[src/design/dual_port_pkg.sv]
// constants for the dual bidirectional port block
package dual_port_pkg;
    // register indices (printed offsets, not multiples of four)
    localparam logic [7:0] fourth_port_data_idx = 8'h08;
    localparam logic [7:0] third_port_direction_idx = 8'h87;
    localparam logic [7:0] fourth_port_direction_idx = 8'h88;
    localparam logic [7:0] fifth_port_direction_status_idx = 8'h89;
    localparam logic [7:0] third_port_data_idx = 8'h07;
    localparam logic [7:0] override_out_idx = 8'h90;
    localparam logic [7:0] override_in_idx = 8'h91;
    localparam logic [7:0] irq_status_idx = 8'h92;
    localparam logic [7:0] irq_mask_idx = 8'h93;
    localparam int addr_w = 12;
    // reset values
    localparam logic [7:0] direction_reset = 8'hFF;
    localparam logic [7:0] fifth_reset = 8'h07;
    // field positions of the port-E direction and status register
    localparam int input_buffer_full_pos = 7;
    localparam int output_buffer_full_pos = 6;
    localparam int input_overflow_pos = 5;
    localparam int parallel_slave_select_bit_pos = 4;
    localparam int fifth_dir_msb = 2;
    localparam logic [7:0] fifth_write_mask = 8'h17;
    // interrupt status bits
    localparam int irq_third_change_pos = 0;
    localparam int irq_fourth_change_pos = 1;
    localparam int irq_w = 2;
    // axi response codes
    localparam logic [1:0] resp_okay = 2'h0;
    localparam logic [1:0] resp_slverr = 2'h2;
endpackage

[src/design/pin_bank_if.sv]
// interface carrying one 8-bit pin bank between modules
`timescale 1ns/1ps
interface pin_bank_if;
    logic [7:0] latch;
    logic [7:0] dir;
    logic [7:0] pins_sync;
    logic [7:0] pin_out;
    logic [7:0] pin_oe;
    logic changed;
    modport ctrl (output latch, output dir, input pins_sync, input changed);
    modport bank (input latch, input dir, output pins_sync, output pin_out, output pin_oe,
        output changed);
endinterface

[src/design/pin_bank.sv]
// one 8-bit bidirectional pin bank with input synchroniser
`timescale 1ns/1ps
module pin_bank (
    input wire logic aclk, // system clock
    input wire logic aresetn, // synchronous reset, low active
    input wire logic [7:0] pin_in, // pad levels
    pin_bank_if.bank b // bank control and status
);
    logic [7:0] meta_reg;
    logic [7:0] sync_reg;
    logic [7:0] prev_reg;
    // two-stage synchroniser on the pad levels
    always_ff @(posedge aclk) begin
        if (!aresetn) begin
            meta_reg <= 8'h00;
            sync_reg <= 8'h00;
            prev_reg <= 8'h00;
        end else begin
            meta_reg <= pin_in;
            sync_reg <= meta_reg;
            prev_reg <= sync_reg;
        end
    end
    assign b.pins_sync = sync_reg;
    assign b.changed = |(sync_reg ^ prev_reg);
    // driver enable is the inverse of the direction bit
    assign b.pin_oe = ~b.dir;
    assign b.pin_out = b.latch;
endmodule // pin_bank

[src/design/dual_bidirectional_port.sv]
// two 8-bit bidirectional ports with axi4-lite register access
`timescale 1ns/1ps
module dual_bidirectional_port
    import dual_port_pkg::*;
(
    input wire logic aclk, // clock, 50 MHz
    input wire logic aresetn, // synchronous reset, low active
    input wire logic [dual_port_pkg::addr_w-1:0] s_axi_awaddr, // write address
    input wire logic s_axi_awvalid, // write address valid
    output logic s_axi_awready, // write address ready
    input wire logic [31:0] s_axi_wdata, // write data
    input wire logic [3:0] s_axi_wstrb, // write strobes
    input wire logic s_axi_wvalid, // write data valid
    output logic s_axi_wready, // write data ready
    output logic [1:0] s_axi_bresp, // write response
    output logic s_axi_bvalid, // write response valid
    input wire logic s_axi_bready, // write response ready
    input wire logic [dual_port_pkg::addr_w-1:0] s_axi_araddr, // read address
    input wire logic s_axi_arvalid, // read address valid
    output logic s_axi_arready, // read address ready
    output logic [31:0] s_axi_rdata, // read data
    output logic [1:0] s_axi_rresp, // read response
    output logic s_axi_rvalid, // read data valid
    input wire logic s_axi_rready, // read data ready
    input wire logic [7:0] third_port_in, // third port pad levels
    output logic [7:0] third_port_out, // third port pad drive value
    output logic [7:0] third_port_oe, // third port pad drive enable
    input wire logic [7:0] fourth_port_in, // fourth port pad levels
    output logic [7:0] fourth_port_out, // fourth port pad drive value
    output logic [7:0] fourth_port_oe, // fourth port pad drive enable
    input wire logic [7:0] slave_data_in, // parallel slave byte to drive out
    output logic [7:0] slave_data_out, // parallel slave byte seen on pins
    output logic parallel_slave_select, // slave mode active
    input wire logic input_buffer_full_set, // slave hardware: input byte arrived
    input wire logic output_buffer_full_set, // slave hardware: output byte loaded
    input wire logic output_buffer_full_clr, // slave hardware: output byte taken
    input wire logic slave_drive, // slave hardware: drive pins this cycle
    output logic irq // interrupt, high level
);
    import dual_port_pkg::*;

    typedef enum logic [1:0] {w_idle, w_resp} wr_state_e;
    typedef enum logic [1:0] {r_idle, r_resp} rd_state_e;

    pin_bank_if third_if();
    pin_bank_if fourth_if();

    logic [7:0] third_latch_reg;
    logic [7:0] fourth_latch_reg;
    logic [7:0] third_dir_reg;
    logic [7:0] fourth_dir_reg;
    logic [7:0] fifth_reg;
    logic [7:0] ovr_out_reg;
    logic [7:0] ovr_in_reg;
    logic [irq_w-1:0] irq_status_reg;
    logic [irq_w-1:0] irq_mask_reg;
    logic [7:0] third_dir_eff;
    logic [7:0] fourth_dir_eff;
    logic ibf_set_sync1_reg, ibf_set_reg, obf_set_sync1_reg, obf_set_reg;
    logic obf_clr_sync1_reg, obf_clr_reg, drv_sync1_reg, drv_reg;

    wr_state_e wr_state_reg;
    rd_state_e rd_state_reg;
    logic aw_have_reg, w_have_reg;
    logic [addr_w-1:0] aw_addr_reg;
    logic [31:0] w_data_reg;
    logic w_strb_reg;
    logic [7:0] w_idx;
    logic [7:0] r_idx;
    logic w_fire;
    logic w_hit;
    logic [31:0] r_data;
    logic r_hit;

    // the two pin banks
    pin_bank u_third (
        .aclk(aclk),
        .aresetn(aresetn),
        .pin_in(third_port_in),
        .b(third_if.bank)
    );
    pin_bank u_fourth (
        .aclk(aclk),
        .aresetn(aresetn),
        .pin_in(fourth_port_in),
        .b(fourth_if.bank)
    );

    // peripheral override: forced-out wins over forced-in, stored bits untouched
    assign third_dir_eff = (third_dir_reg | ovr_in_reg) & ~ovr_out_reg;
    assign third_if.dir = third_dir_eff;
    assign third_if.latch = third_latch_reg;
    // slave mode: pins follow the slave hardware, not the direction register
    assign fourth_dir_eff = fifth_reg[parallel_slave_select_bit_pos] ?
        {8{~drv_reg}} : fourth_dir_reg;
    assign fourth_if.dir = fourth_dir_eff;
    assign fourth_if.latch = fifth_reg[parallel_slave_select_bit_pos] ?
        slave_data_in : fourth_latch_reg;

    // pad outputs and status outputs, registered
    always_ff @(posedge aclk) begin
        if (!aresetn) begin
            third_port_out <= 8'h00;
            third_port_oe <= 8'h00;
            fourth_port_out <= 8'h00;
            fourth_port_oe <= 8'h00;
            slave_data_out <= 8'h00;
            parallel_slave_select <= 1'b0;
            irq <= 1'b0;
        end else begin
            third_port_out <= third_if.pin_out;
            third_port_oe <= third_if.pin_oe;
            fourth_port_out <= fourth_if.pin_out;
            fourth_port_oe <= fourth_if.pin_oe;
            slave_data_out <= fourth_if.pins_sync;
            parallel_slave_select <= fifth_reg[parallel_slave_select_bit_pos];
            irq <= |(irq_status_reg & irq_mask_reg);
        end
    end

    // synchronisers for slave-hardware strobes
    always_ff @(posedge aclk) begin
        if (!aresetn) begin
            ibf_set_sync1_reg <= 1'b0;
            ibf_set_reg <= 1'b0;
            obf_set_sync1_reg <= 1'b0;
            obf_set_reg <= 1'b0;
            obf_clr_sync1_reg <= 1'b0;
            obf_clr_reg <= 1'b0;
            drv_sync1_reg <= 1'b0;
            drv_reg <= 1'b0;
        end else begin
            ibf_set_sync1_reg <= input_buffer_full_set;
            ibf_set_reg <= ibf_set_sync1_reg;
            obf_set_sync1_reg <= output_buffer_full_set;
            obf_set_reg <= obf_set_sync1_reg;
            obf_clr_sync1_reg <= output_buffer_full_clr;
            obf_clr_reg <= obf_clr_sync1_reg;
            drv_sync1_reg <= slave_drive;
            drv_reg <= drv_sync1_reg;
        end
    end

    // write channel capture, address and data in either order
    always_ff @(posedge aclk) begin
        if (!aresetn) begin
            aw_have_reg <= 1'b0;
            w_have_reg <= 1'b0;
            aw_addr_reg <= '0;
            w_data_reg <= 32'h00000000;
            w_strb_reg <= 1'b0;
            wr_state_reg <= w_idle;
        end else begin
            case (wr_state_reg)
                w_idle: begin
                    if (s_axi_awvalid && !aw_have_reg) begin
                        aw_have_reg <= 1'b1;
                        aw_addr_reg <= s_axi_awaddr;
                    end
                    if (s_axi_wvalid && !w_have_reg) begin
                        w_have_reg <= 1'b1;
                        w_data_reg <= s_axi_wdata;
                        w_strb_reg <= s_axi_wstrb[0];
                    end
                    if (w_fire) begin
                        wr_state_reg <= w_resp;
                    end
                end
                w_resp: begin
                    aw_have_reg <= 1'b0;
                    w_have_reg <= 1'b0;
                    if (s_axi_bready) begin
                        wr_state_reg <= w_idle;
                    end
                end
                default: wr_state_reg <= w_idle;
            endcase
        end
    end
    assign s_axi_awready = (wr_state_reg == w_idle) && !aw_have_reg;
    assign s_axi_wready = (wr_state_reg == w_idle) && !w_have_reg;
    assign s_axi_bvalid = (wr_state_reg == w_resp);
    assign w_fire = (wr_state_reg == w_idle) && aw_have_reg && w_have_reg;
    assign w_idx = aw_addr_reg[9:2];

    // write address decode
    always_comb begin
        w_hit = 1'b1;
        if (aw_addr_reg[1:0] != 2'h0 || aw_addr_reg[addr_w-1:10] != '0) begin
            w_hit = 1'b0;
        end else if (w_idx == third_port_data_idx || w_idx == fourth_port_data_idx) begin
            w_hit = 1'b1;
        end else if (w_idx == third_port_direction_idx || w_idx == fourth_port_direction_idx) begin
            w_hit = 1'b1;
        end else if (w_idx == fifth_port_direction_status_idx || w_idx == override_out_idx) begin
            w_hit = 1'b1;
        end else if (w_idx == override_in_idx || w_idx == irq_status_idx) begin
            w_hit = 1'b1;
        end else if (w_idx == irq_mask_idx) begin
            w_hit = 1'b1;
        end else begin
            w_hit = 1'b0;
        end
    end
    always_ff @(posedge aclk) begin
        if (!aresetn) begin
            s_axi_bresp <= resp_okay;
        end else if (w_fire) begin
            s_axi_bresp <= w_hit ? resp_okay : resp_slverr;
        end
    end

    // software-written registers
    always_ff @(posedge aclk) begin
        if (!aresetn) begin
            third_latch_reg <= 8'h00;
            fourth_latch_reg <= 8'h00;
            third_dir_reg <= direction_reset;
            fourth_dir_reg <= direction_reset;
            ovr_out_reg <= 8'h00;
            ovr_in_reg <= 8'h00;
            irq_mask_reg <= '0;
        end else if (w_fire && w_strb_reg && w_hit) begin
            if (w_idx == third_port_data_idx) begin
                third_latch_reg <= w_data_reg[7:0];
            end else if (w_idx == fourth_port_data_idx) begin
                fourth_latch_reg <= w_data_reg[7:0];
            end else if (w_idx == third_port_direction_idx) begin
                third_dir_reg <= w_data_reg[7:0];
            end else if (w_idx == fourth_port_direction_idx) begin
                fourth_dir_reg <= w_data_reg[7:0];
            end else if (w_idx == override_out_idx) begin
                ovr_out_reg <= w_data_reg[7:0];
            end else if (w_idx == override_in_idx) begin
                ovr_in_reg <= w_data_reg[7:0];
            end else if (w_idx == irq_mask_idx) begin
                irq_mask_reg <= w_data_reg[irq_w-1:0];
            end
        end
    end

    // port-E register: flags set by slave hardware, set beats clear
    always_ff @(posedge aclk) begin
        if (!aresetn) begin
            fifth_reg <= fifth_reset;
        end else begin
            if (w_fire && w_strb_reg && w_hit && w_idx == fifth_port_direction_status_idx) begin
                fifth_reg[parallel_slave_select_bit_pos] <=
                    w_data_reg[parallel_slave_select_bit_pos];
                fifth_reg[fifth_dir_msb:0] <= w_data_reg[fifth_dir_msb:0];
                if (!w_data_reg[input_overflow_pos]) begin
                    fifth_reg[input_overflow_pos] <= 1'b0;
                end
            end
            if (ibf_set_reg) begin
                fifth_reg[input_buffer_full_pos] <= 1'b1;
                if (fifth_reg[input_buffer_full_pos]) begin
                    fifth_reg[input_overflow_pos] <= 1'b1;
                end
            end
            if (obf_set_reg) begin
                fifth_reg[output_buffer_full_pos] <= 1'b1;
            end else if (obf_clr_reg) begin
                fifth_reg[output_buffer_full_pos] <= 1'b0;
            end
            if (r_hit && s_axi_arvalid && s_axi_arready && r_idx == fourth_port_data_idx
                    && !ibf_set_reg) begin
                fifth_reg[input_buffer_full_pos] <= 1'b0;
            end
            fifth_reg[3] <= 1'b0; // unimplemented, reads zero
        end
    end

    // interrupt status: pin change events, write one to clear, set wins
    always_ff @(posedge aclk) begin
        if (!aresetn) begin
            irq_status_reg <= '0;
        end else begin
            for (int i = 0; i < irq_w; i++) begin
                if (w_fire && w_strb_reg && w_idx == irq_status_idx && w_data_reg[i]) begin
                    irq_status_reg[i] <= 1'b0;
                end
            end
            if (third_if.changed) begin
                irq_status_reg[irq_third_change_pos] <= 1'b1;
            end
            if (fourth_if.changed) begin
                irq_status_reg[irq_fourth_change_pos] <= 1'b1;
            end
        end
    end

    // read decode; data registers return synchronised pin levels
    assign r_idx = s_axi_araddr[9:2];
    always_comb begin
        r_data = 32'h00000000;
        r_hit = (s_axi_araddr[1:0] == 2'h0) && (s_axi_araddr[addr_w-1:10] == '0);
        if (!r_hit) begin
            r_data = 32'h00000000;
        end else if (r_idx == third_port_data_idx) begin
            r_data[7:0] = third_if.pins_sync;
        end else if (r_idx == fourth_port_data_idx) begin
            r_data[7:0] = fourth_if.pins_sync;
        end else if (r_idx == third_port_direction_idx) begin
            r_data[7:0] = third_dir_reg;
        end else if (r_idx == fourth_port_direction_idx) begin
            r_data[7:0] = fourth_dir_reg;
        end else if (r_idx == fifth_port_direction_status_idx) begin
            r_data[7:0] = fifth_reg & ~8'h08;
        end else if (r_idx == override_out_idx) begin
            r_data[7:0] = ovr_out_reg;
        end else if (r_idx == override_in_idx) begin
            r_data[7:0] = ovr_in_reg;
        end else if (r_idx == irq_status_idx) begin
            r_data[irq_w-1:0] = irq_status_reg;
        end else if (r_idx == irq_mask_idx) begin
            r_data[irq_w-1:0] = irq_mask_reg;
        end else begin
            r_hit = 1'b0;
        end
    end

    // read channel: one cycle to answer, held until rready
    always_ff @(posedge aclk) begin
        if (!aresetn) begin
            rd_state_reg <= r_idle;
            s_axi_rdata <= 32'h00000000;
            s_axi_rresp <= resp_okay;
        end else begin
            case (rd_state_reg)
                r_idle: begin
                    if (s_axi_arvalid) begin
                        s_axi_rdata <= r_data;
                        s_axi_rresp <= r_hit ? resp_okay : resp_slverr;
                        rd_state_reg <= r_resp;
                    end
                end
                r_resp: begin
                    if (s_axi_rready) begin
                        rd_state_reg <= r_idle;
                    end
                end
                default: rd_state_reg <= r_idle;
            endcase
        end
    end
    assign s_axi_arready = (rd_state_reg == r_idle);
    assign s_axi_rvalid = (rd_state_reg == r_resp);
endmodule // dual_bidirectional_port

[config.mk]
export PLATFORM = sky130hd
export DESIGN_NAME = dual_bidirectional_port
export DESIGN_NICKNAME = d
export VERILOG_FILES = /design/src/design/dual_port_pkg.sv /design/src/design/pin_bank_if.sv /design/src/design/pin_bank.sv /design/src/design/dual_bidirectional_port.sv
export SDC_FILE = /design/constraint.sdc
export NUM_CORES = 1
export LEC_CHECK = 0
export ABC_AREA = 1
export BUFFER_PORTS_ARGS = -buffer_cell sky130_fd_sc_hd__buf_2
export CAP_MARGIN = 40
export CORE_MARGIN = 10
export CORE_UTILIZATION = 56
export DETAILED_ROUTE_END_ITERATION = 10
export GPL_TIMING_DRIVEN = 0
export MAX_ROUTING_LAYER = met4
export PLACE_DENSITY = 0.88
export SLEW_MARGIN = 20
export SYNTH_ARGS = -nofsm -noshare
export SYNTH_HDL_FRONTEND = slang
export SYNTH_HIERARCHICAL = 1
export SYNTH_SLANG_ARGS = --single-unit
[constraint.sdc]
create_clock -name aclk -period 4.2 [get_ports aclk]
set_input_delay 0.84 -clock aclk [delete_from_list [all_inputs] [get_ports aclk]]
set_output_delay 0.84 -clock aclk [all_outputs]
set_load 0.005 [all_outputs]
**Yosys cells after proc, flatten, opt, wreduce, memory -nomap -nowiden**

Cells that the tools add are included.

- Reductions and logical operators: 53
- Mux-type cells: 51
- Eq/ne operators: 26
- Bitwise logic cells: 16

Operators by type and width:

| kind | number |
|---|---|
| 8-bit == test, second input constant | 14 |
| 8-bit 2-to-1 mux | 9 |
| 1-bit 2-to-1 mux | 27 |
| 8-bit NOT | 3 |
| 2-bit 2-to-1 mux | 10 |
| 1-bit logical AND | 17 |
| 8-bit by 3-bit == test with 1-bit output, second input constant | 2 |
| 8-bit by 4-bit == test with 1-bit output, second input constant | 2 |
| 2-bit AND reduction | 8 |
| 8-bit OR reduction | 2 |
| 8-bit XOR | 2 |
| 2-bit nonzero test | 6 |
| 8-bit AND | 1 |
| 2-bit logical NOT | 4 |
| 2-bit inequality test, second input constant | 4 |
| 1-bit NOT | 8 |
| 8-bit OR | 1 |
| 2-bit case mux with 2 select lines | 2 |
| 8-bit AND reduction | 1 |
| 7-bit AND reduction | 1 |
| 6-bit 2-to-1 mux | 1 |
| 6-bit AND reduction | 1 |
| 1-bit logical OR | 5 |
| 5-bit AND reduction | 1 |
| 8 further kinds | 14 |

- Register bits: 188
- Input bits: 95
- Output and inout bits: 83

**Depth between registers and ports, before layout**

Gate-level depths: netlist of the first run.

- Depth in word-level cells: 16
- Gate-level depth with buffers: 11
- Mapped depth without buffers: 11

**Hierarchy**

The synthesis of the first run kept the hierarchy.

By module, submodules not included:

| module | area an instance (um^2) | seq. area each (um^2) | instances | cells an instance |
|---|---|---|---|---|
| dual_bidirectional_port | 6,012.0 | 2,882.8 | 1 | 779 |
| pin_bank | 899.6 | 480.5 | 2 | 117 |

**Least setup slack after synthesis of the first run**

OpenSTA, ideal clock, no wires.

- Path type: input to register
- From: input port aresetn
- To: register third_dir_reg[5]
- Buffers on the path: 3
- Slack: 2,218 ps
- Data arrival time: 1,835 ps
- Data required time: 4,053 ps
- Stages on the path: 4
- Cells stage by stage: clkbuf_1 > clkbuf_1 > clkbuf_1 > o211ai_1

RTL lines:

| element | line | source |
|---|---|---|
| from (decl) | dual_bidirectional_port.sv:7 | `input wire logic aresetn,` |
| to (signal assigned) | dual_bidirectional_port.sv:218 | `third_dir_reg <= direction_reset;` |
| to (signal assigned) | dual_bidirectional_port.sv:229 | `third_dir_reg <= w_data_reg[7:0];` |
| to (decl) | dual_bidirectional_port.sv:50 | `logic [7:0] third_dir_reg;` |

No word-level cell between the ends.

**Worst setup path after layout of the first run**

- From: input port aresetn
- To: register fourth_dir_reg[5]

RTL lines:

| element | line | source |
|---|---|---|
| to (signal assigned) | dual_bidirectional_port.sv:219 | `fourth_dir_reg <= direction_reset;` |
| to (signal assigned) | dual_bidirectional_port.sv:231 | `fourth_dir_reg <= w_data_reg[7:0];` |
| to (decl) | dual_bidirectional_port.sv:51 | `logic [7:0] fourth_dir_reg;` |

No word-level cell between the ends.

==> results of run 1 <==
==> metal layers <==
| metal | GRT usage (%) | wire length [um] | vias to the layer above |
|---|---|---|---|
| met2 | 34.0 | 9440 | 224 |
| met4 | 8.77 | 561 | 0 |
| met5 | - | 0 | - |
| met3 | 5.75 | 1260 | 43 |
| met1 | 22.2 | 8020 | 2973 |
| li1 | - | - | 3389 |
==> power groups by stage <==
| stage | clock network (uW) | registers, uW | logic [uW] |
|---|---|---|---|
| 2_1_floorplan | 0 | 1940 | 162 |
| 3_3_place_gp | 0 | 1950 | 238 |
| 3_5_place_dp | 0 | 1950 | 244 |
| 4_1_cts | 1700 | 1910 | 245 |
| 5_1_grt | 1770 | 1910 | 280 |
| 6_report | 1690 | 1910 | 247 |
==> layout make-up <==
type	count	area share (%)
Buffer	71	5.26
Multi-Input combinational cell	576	30.1
Inverter	199	8.00
Clock buffer	19	4.73
Timing Repair Buffer	124	6.62
Tap cell	180	2.40
Sequential cell	192	41.0
Clock inverter	13	1.87
==> layout by cell type (no fill, tap or decap), types with 4 or more instances in the layout <==
cell type / n
sky130_fd_sc_hd__buf_4: 42
sky130_fd_sc_hd__a21oi_1: 80
sky130_fd_sc_hd__buf_6: 9
sky130_fd_sc_hd__nor2_1: 64
sky130_fd_sc_hd__mux2_2: 8
sky130_fd_sc_hd__inv_6: 5
sky130_fd_sc_hd__o211ai_1: 4
sky130_fd_sc_hd__o21ai_0: 68
sky130_fd_sc_hd__xnor2_1: 10
sky130_fd_sc_hd__nand3_1: 36
sky130_fd_sc_hd__nand2_1: 224
sky130_fd_sc_hd__buf_2: 125
sky130_fd_sc_hd__nand4_1: 9
sky130_fd_sc_hd__clkbuf_1: 18
sky130_fd_sc_hd__inv_1: 191
sky130_fd_sc_hd__dfxtp_1: 192
sky130_fd_sc_hd__o21ai_1: 4
sky130_fd_sc_hd__o211ai_2: 12
sky130_fd_sc_hd__nor2_2: 4
sky130_fd_sc_hd__inv_2: 7
sky130_fd_sc_hd__conb_1: 26
sky130_fd_sc_hd__clkbuf_16: 17
==> stage by stage <==
step / setup slack (ns) / total power, uW / instances / hold WS (ns)
after floorplan: 2.22 / 2100 / 1038 / 0.390
after global placement: 1.47 / 2190 / 1342 / 0.393
after detailed placement: 1.44 / 2200 / 1342 / 0.395
after CTS: 1.91 / 3860 / 1374 / 0.409
after global routing: 1.68 / 3960 / 1374 / 0.424
final: 1.90 / 3850 / 1374 / 0.409
==> critical path: cells and delay by family <==
family / cells / cell delay [ns]
buffers and inverters: 4 / 1.58
AO/OA/AOI/OAI: 1 / 0.17
==> path summary, 6_finish.rpt <==
path	start	end	slack, ns	cells after the start
hold reg to reg	u_fourth/meta_reg[7]$_SDFF_PN0_	u_fourth/b.pins_sync[7]$_SDFF_PN0_	0.41	2
setup / recovery	aresetn	fourth_dir_reg[5]$_SDFFE_PN1P_	1.90	5
setup reg to reg	aw_addr_reg[8]$_SDFFE_PN0P_	ovr_out_reg[1]$_SDFFE_PN0P_	2.32	7
hold / removal	u_fourth/meta_reg[7]$_SDFF_PN0_	u_fourth/b.pins_sync[7]$_SDFF_PN0_	0.41	2
==> cells in the mapped netlist (3+ instances only) <==
| cell type | count |
|---|---|
| sky130_fd_sc_hd__nand2_1 | 224 |
| sky130_fd_sc_hd__dfxtp_1 | 192 |
| sky130_fd_sc_hd__inv_1 | 191 |
| sky130_fd_sc_hd__a21oi_1 | 80 |
| sky130_fd_sc_hd__o21ai_0 | 68 |
| sky130_fd_sc_hd__nor2_1 | 64 |
| sky130_fd_sc_hd__buf_4 | 42 |
| sky130_fd_sc_hd__nand3_1 | 36 |
| sky130_fd_sc_hd__clkbuf_1 | 17 |
| sky130_fd_sc_hd__o211ai_2 | 12 |
| sky130_fd_sc_hd__xnor2_1 | 10 |
| sky130_fd_sc_hd__buf_6 | 9 |
| sky130_fd_sc_hd__nand4_1 | 9 |
| sky130_fd_sc_hd__mux2_2 | 8 |
| sky130_fd_sc_hd__inv_2 | 7 |
| sky130_fd_sc_hd__nor2_2 | 4 |
| sky130_fd_sc_hd__o211ai_1 | 4 |
| sky130_fd_sc_hd__o21ai_1 | 4 |
| sky130_fd_sc_hd__nor2_4 | 3 |
| sky130_fd_sc_hd__nor3_2 | 3 |
| sky130_fd_sc_hd__o2111ai_1 | 3 |
==> cells by family after synthesis <==
kind of cell	after synthesis	synth area share, %
xor+xnor	10	1.12
flops	192	49.2
compound gates	176	12.9
buf+inv	270	15.9
other cells	1	0.0480
simple gates	356	19.7
mux	8	1.15
==> reports/summary.md, run 1 <==
The flow ran to the end, and the final reports show no timing, DRC or antenna violations. The max-capacitance violation count was 0; the worst supply voltage drop on vdd was 0.000311 V. The clock drives 192 sinks. The largest total area in the synthesized netlist belongs to sky130_fd_sc_hd__dfxtp_1. The most frequently used flop master after synthesis was sky130_fd_sc_hd__dfxtp_1. Most common cell type on the critical path: sky130_fd_sc_hd__clkbuf_1. For the largest net degree at the start of global routing, the log shows 18.

The largest stage delay on the critical path was 0.50 ns. TritonCTS built the clock tree. The cell row count is 43. The number of antenna violations at the first check in global routing is 0, and the measured slew at the worst slew-check pin is 0.763 ns. Detailed routing inserted a total of 6629 vias.

In this run the remaining antenna-violating nets after routing total 0. The switching share of total power was 23.8%. The first global-routing pass estimated 31300 um of wire. The total overflow left after global routing is 0.

Filler cell count: 1144. After detailed routing, the total wire length is 19300 um. By area the synthesized netlist is led by sky130_fd_sc_hd__dfxtp_1 (49%), sky130_fd_sc_hd__nand2_1 (11%), sky130_fd_sc_hd__inv_1 (9.2%). The setup-violating endpoint count in the final report is 0. The routed wirelength normalized by instance count works out to 14.0 um. Using the TritonRoute via totals, the vias-per-cell ratio works out to 4.82.

The part of the cycle the worst path needs is 54.8%, and the count of pins on the block boundary is 178. The synthesized design contains 192 register bits. Clock skew on the completed layout was measured at 0.0155 ns. Startpoint-to-endpoint class of the critical path: in -> reg. The path category of the worst min-delay check was reg -> reg. The weighted congestion reported at the end of routability-driven placement was 0.972; the time the final worst path needs with I/O delays and setup was 2.30 ns. The number of global-route vias before repair is 6378. Setup repair after global routing left no endpoint under its margin. The logs give 0 for the number of hold-slack violations in the final timing report and 0.00384 mm2 for the total area of sequential cells. The kind of end point of the critical path is a flop. The tools report the relative contribution of sequential cells to total power as 49.7%. The die covers 0.0191 mm2.

For this design the ratio of total power to cell area is 411 mW/mm2. The async set-or-reset flop fraction in the synthesized netlist came out at 0%. For the worst setup path, the data required time is 4.51 ns. The finished cells cover 0.00937 mm2. The H-tree was split into 4 levels. The die span in y works out to 138 um. Cells with a size suffix above 1 make up 21.4% of the layout. The leakage power summed over all cells is 0.00528 uW, and the number of gates given a new drive strength after cts is 0. Clock latency on the worst-skew pair, taken at its later pin, is 0.44 ns. After detailed routing, the number of remaining DRC violations is 0. Measured on the finished design, the core utilization comes to 68.0%.

The wire-length estimate of the detail-placed layout is 14800 um. Derived from the worst setup path, the maximum achievable clock frequency is 435 MHz. Summing the sequential cell areas from Yosys gives 49.2% of the chip area. From left edge to right edge, the die measures 138 um.

The first detailed-routing pass ran for 5 iterations. The synthesized design contains 0 enable-type register cells. The total of buffers placed on input and output ports was 124. The worst setup path is launched from an input pin. Data on the critical path arrives at its endpoint at 2.61 ns. The max-slew headroom at the worst pin came out at 48.9%.

The final layout net count is 1276, and the number of hold buffers added after CTS is 0. The clock network is responsible for 43.9% of the overall power. The tools report the core footprint as 0.0138 mm2.

The cell area after placement is 0.00875 mm2, and the number of flip-flops under the largest register name is 12. The yosys synthesis warning count was 6. The number of setup buffers added after CTS is 0.

The analysis attributes to net switching a power of 914 uW. Cell-internal power: 2930 uW. The maximum fanout encountered on the critical timing path was 13; the area used by multi-input combinational logic was 0.00282 mm2. The run gives 0.00781 mm2 as the synthesized area. The cell with the largest stage delay on the worst path was sky130_fd_sc_hd__clkbuf_1.

Combinational cells account for 6.4% of the total power. After synthesis, the largest area contributor takes up 49.2% of total cell area. The run gives 17 as the TritonCTS buffer count. After technology mapping, the gate count stands at 1013.

The global router's overall resource usage came out at 20.3%. Final max-slew violation count: 0. The mean instance size in the synthesized netlist works out to 7.71 um2.

The tree is rooted in a sky130_fd_sc_hd__clkbuf_16. From synthesis to final layout, the design area changed by 19.9%. The initial detailed-routing violation count was 487. The number of different library cells in the post-synthesis netlist is 39, and the number of antenna repair diodes is 0. The clock edge transition at the registers on the reported setup and hold paths was 0.08 ns; the number of buffers on the longest clock path was 2.

For the initial cell density of the core, the log shows 56.7%. Traced cell by cell, the critical path runs through buf_2 > clkbuf_1 > clkbuf_1 > clkbuf_1 > o211ai_2. The sum of negative setup slack came out at 0 ns.
(Power assumes the default switching activity.)
==> run 2, diff against run 1 <==
--- a/config.mk
+++ b/config.mk
@@ -9,11 +9,11 @@
 export BUFFER_PORTS_ARGS = -buffer_cell sky130_fd_sc_hd__buf_2
 export CAP_MARGIN = 40
 export CORE_MARGIN = 10
-export CORE_UTILIZATION = 56
+export CORE_UTILIZATION = 49
 export DETAILED_ROUTE_END_ITERATION = 10
 export GPL_TIMING_DRIVEN = 0
 export MAX_ROUTING_LAYER = met4
-export PLACE_DENSITY = 0.88
+export PLACE_DENSITY = 0.82
 export SLEW_MARGIN = 20
 export SYNTH_ARGS = -nofsm -noshare
 export SYNTH_HDL_FRONTEND = slang
==> constraint.sdc (replaced) <==
create_clock -name aclk -period 2.1 [get_ports aclk]
set_input_delay 0.42 -clock aclk [delete_from_list [all_inputs] [get_ports aclk]]
set_output_delay 0.42 -clock aclk [all_outputs]
set_load 0.005 [all_outputs]
==> reports/summary.md, run 2 (synthesis results as in run 1) <==
The cell sitting at the root of the clock tree is a sky130_fd_sc_hd__clkbuf_16. In this run, CTS created clock tree buffers numbering 17. Once placement finished, the instance area stood at 0.00880 mm2. Number of antenna violations at the first check in global routing: 0. The core region is 0.0158 mm2.

For the worst-skew pair, the clock arrives at the later sink with an insertion delay of 0.44 ns. The post-route netlist has 21.0% of its cells at a drive strength greater than 1. For the via total after detailed routing, the log shows 6609.

During placement, the flow inserted port buffers numbering 124. The count of pins on the block boundary is 178, and the worst clock skew is 0.0100 ns. For this configuration, the core starts out at a cell density of 49.5%. For the number of hold-slack violations in the final timing report, the log shows 0. Measured along the x axis, the die boundary spans 146 um.

The number of sinks on the clock net came out at 192. The worst register-to-register path has a depth of 7. Tracing the worst setup path back leads to its startpoint at aw_addr_reg[8]$_SDFFE_PN0P_. Data on the critical path arrives at its endpoint at 2.31 ns.

Number of gates given a new drive strength after cts: 0. The first-pass GRT wire length came out at 32200 um. The library cell used most frequently in the layout, excluding fill and tap cells, is sky130_fd_sc_hd__nand2_1. TritonCTS built the clock tree. The register with the most flip-flops in the layout has 12 of them.

In this run the worst setup path terminates at ovr_out_reg[1]$_SDFFE_PN0P_. The die covers 0.0214 mm2. For the total wirelength of the detailed-routed design, the log shows 19700 um.

Final max-slew violation count: 0. The path class of the tightest hold or removal check is in -> reg. After the first detailed-routing iteration, the DRC count stood at 556. Adding up every negative setup slack in the final design gives 0 ns. For the pin with the worst max-slew slack, the measured transition is 0.862 ns. The number of hold buffers added after CTS is 0, and the final cell utilization of the core is 59.4%. The die span in y is 146 um, and the max-slew headroom at the worst pin is 42.3%. For the residual overflow from global routing, the log shows 0.

The worst setup path is launched from a flop. The critical path goes through inv_2 > nand3_2 > nand3b_1 > nor2_1 > nand2_4 > o21ai_1 > a21oi_1. The startpoint identified for the worst register-to-register timing path is aw_addr_reg[8]$_SDFFE_PN0P_.

Final layout net count: 1276. The worst-case IR drop observed on VDD is 0.000587 V. The kind of end point of the critical path is a flop. The flow ran to the end, and the final reports show no timing, DRC or antenna violations. The cell area after layout came out at 0.00937 mm2.

For this run, design rule violations remaining after detail routing come to 0. The maximum fanout encountered on the critical timing path works out to 9. For the number of antenna repair diodes, the log shows 0. The endpoint of the worst-slack reg-to-reg timing path was ovr_out_reg[1]$_SDFFE_PN0P_. After clock tree synthesis, the clock-pin slew on the worst setup and hold paths is 0.07 ns.

The worst setup slack for register-to-register paths was 0.11 ns. The tools report the total design power as 7490 uW. In the finished design, the share of the clock period the worst path needs comes to 94.7%.

Setup repair after global routing left no endpoint under its margin. The count of nets left with antenna violations once routing finished came out at 0. The floorplan has 46 rows. The HPWL after detailed placement is 15100 um.

The worst setup path is of the reg -> reg kind. The weighted congestion reported at the end of routability-driven placement is 0.962. Dividing the detail-routed wire length by the instance count gives 14.0 um. For the setup-violating endpoint count in the final report, the log shows 0.

The layout overhead on the synthesized area is 20.0%. For the worst setup path, the data required time is 2.42 ns. Entering global routing, the biggest net connects 17 pins. The number of buffers on the longest clock path is 2, and the detailed-routing iteration count for the pre-antenna-repair pass is 5. The largest individual stage delay along the critical path comes from the cell sky130_fd_sc_hd__nor2_1.

Static timing analysis puts the maximum clock frequency at 503 MHz. The largest stage delay on the critical path was 0.71 ns. The leakage power summed over all cells was 0.00526 uW. The logs give 6545 for the number of global-route vias before repair and 0 for the max-capacitance violation count.

Once the clock tree was built, the setup fixing pass inserted 0 buffers. In this run the power density over the cells is 799 mW/mm2. Leaving out fill and tap cells, the most frequent cells in the layout are sky130_fd_sc_hd__nand2_1 (224), sky130_fd_sc_hd__dfxtp_1 (192), sky130_fd_sc_hd__inv_1 (191). The smallest clock period supported by the final layout is computed as 1.99 ns.

In the global route stage, overall resource usage came out at 19.0%. The level count of the clock H-tree was 4. After detailed routing, the number of vias per cell comes to 4.69.
-- run 2: cell count changes in the layout (fill, tap and decap cells not counted), sizes merged --
cell,delta
inv,-5
bufinv,-1
clkinvlp,+1
clkbuf,+4
-- run 2: layout make-up --
class | count | area (um2)
fillers | 1437 | 6400
flip-flops and latches | 192 | 3840
multi-input cells | 576 | 2820
inverters | 199 | 749
repair buffers | 124 | 621
plain buffers | 71 | 493
clock buffers | 23 | 468
well taps | 216 | 270
clock inverters | 8 | 106
-- run 2: power breakdown --
group / total, uW / leakage [uW] / internal [uW] / switching [uW]
Combinational: 496 / 0.00342 / 193 / 303
Sequential: 3820 / 0.00156 / 3740 / 82.7
Clock: 3170 / 0.000274 / 1820 / 1350
Total: 7490 / 0.00526 / 5750 / 1740
-- run 2: worst min path at each step --
stage                                         end  depth (start not counted)  slack [ns]                             from
2_1_floorplan                  drv_reg$_SDFF_PN0_                          2        0.39         drv_sync1_reg$_SDFF_PN0_
3_3_place_gp    u_third/b.pins_sync[0]$_SDFF_PN0_                          2        0.39   u_third/meta_reg[0]$_SDFF_PN0_
3_5_place_dp   u_fourth/b.pins_sync[0]$_SDFF_PN0_                          2        0.40  u_fourth/meta_reg[0]$_SDFF_PN0_
4_1_cts           u_fourth/meta_reg[3]$_SDFF_PN0_                          3        0.15                fourth_port_in[3]
5_1_grt              ibf_set_sync1_reg$_SDFF_PN0_                          3        0.16            input_buffer_full_set
6_report          u_fourth/meta_reg[3]$_SDFF_PN0_                          3        0.16                fourth_port_in[3]
-- run 2: worst max-delay path: cells and delay by family (launching register included) --
kind / cells / cell delay, ns
and+or+nand+nor: 4 / 1.25
buffers and inverters: 1 / 0.06
AOI/OAI and AO/OA: 2 / 0.23
DFF: 1 / 0.33
-- run 2: metrics by stage --
step / worst slack, ns / std cells / hold slack, ns
CTS: 0.141 / 1409 / 0.153
detailed placement: -0.255 / 1378 / 0.397
global route: 0.0118 / 1409 / 0.159
floorplan: 0.538 / 1038 / 0.390
finish: 0.112 / 1409 / 0.160
global placement: -0.188 / 1378 / 0.393
-- run 2: per-layer routing --
metal | track usage, % | vias up | routed length (um)
met5 | - | - | 0
met4 | 6.86 | 0 | 486
met3 | 5.10 | 45 | 1330
met2 | 31.9 | 242 | 9590
met1 | 21.3 | 2921 | 8310
li1 | - | 3401 | -
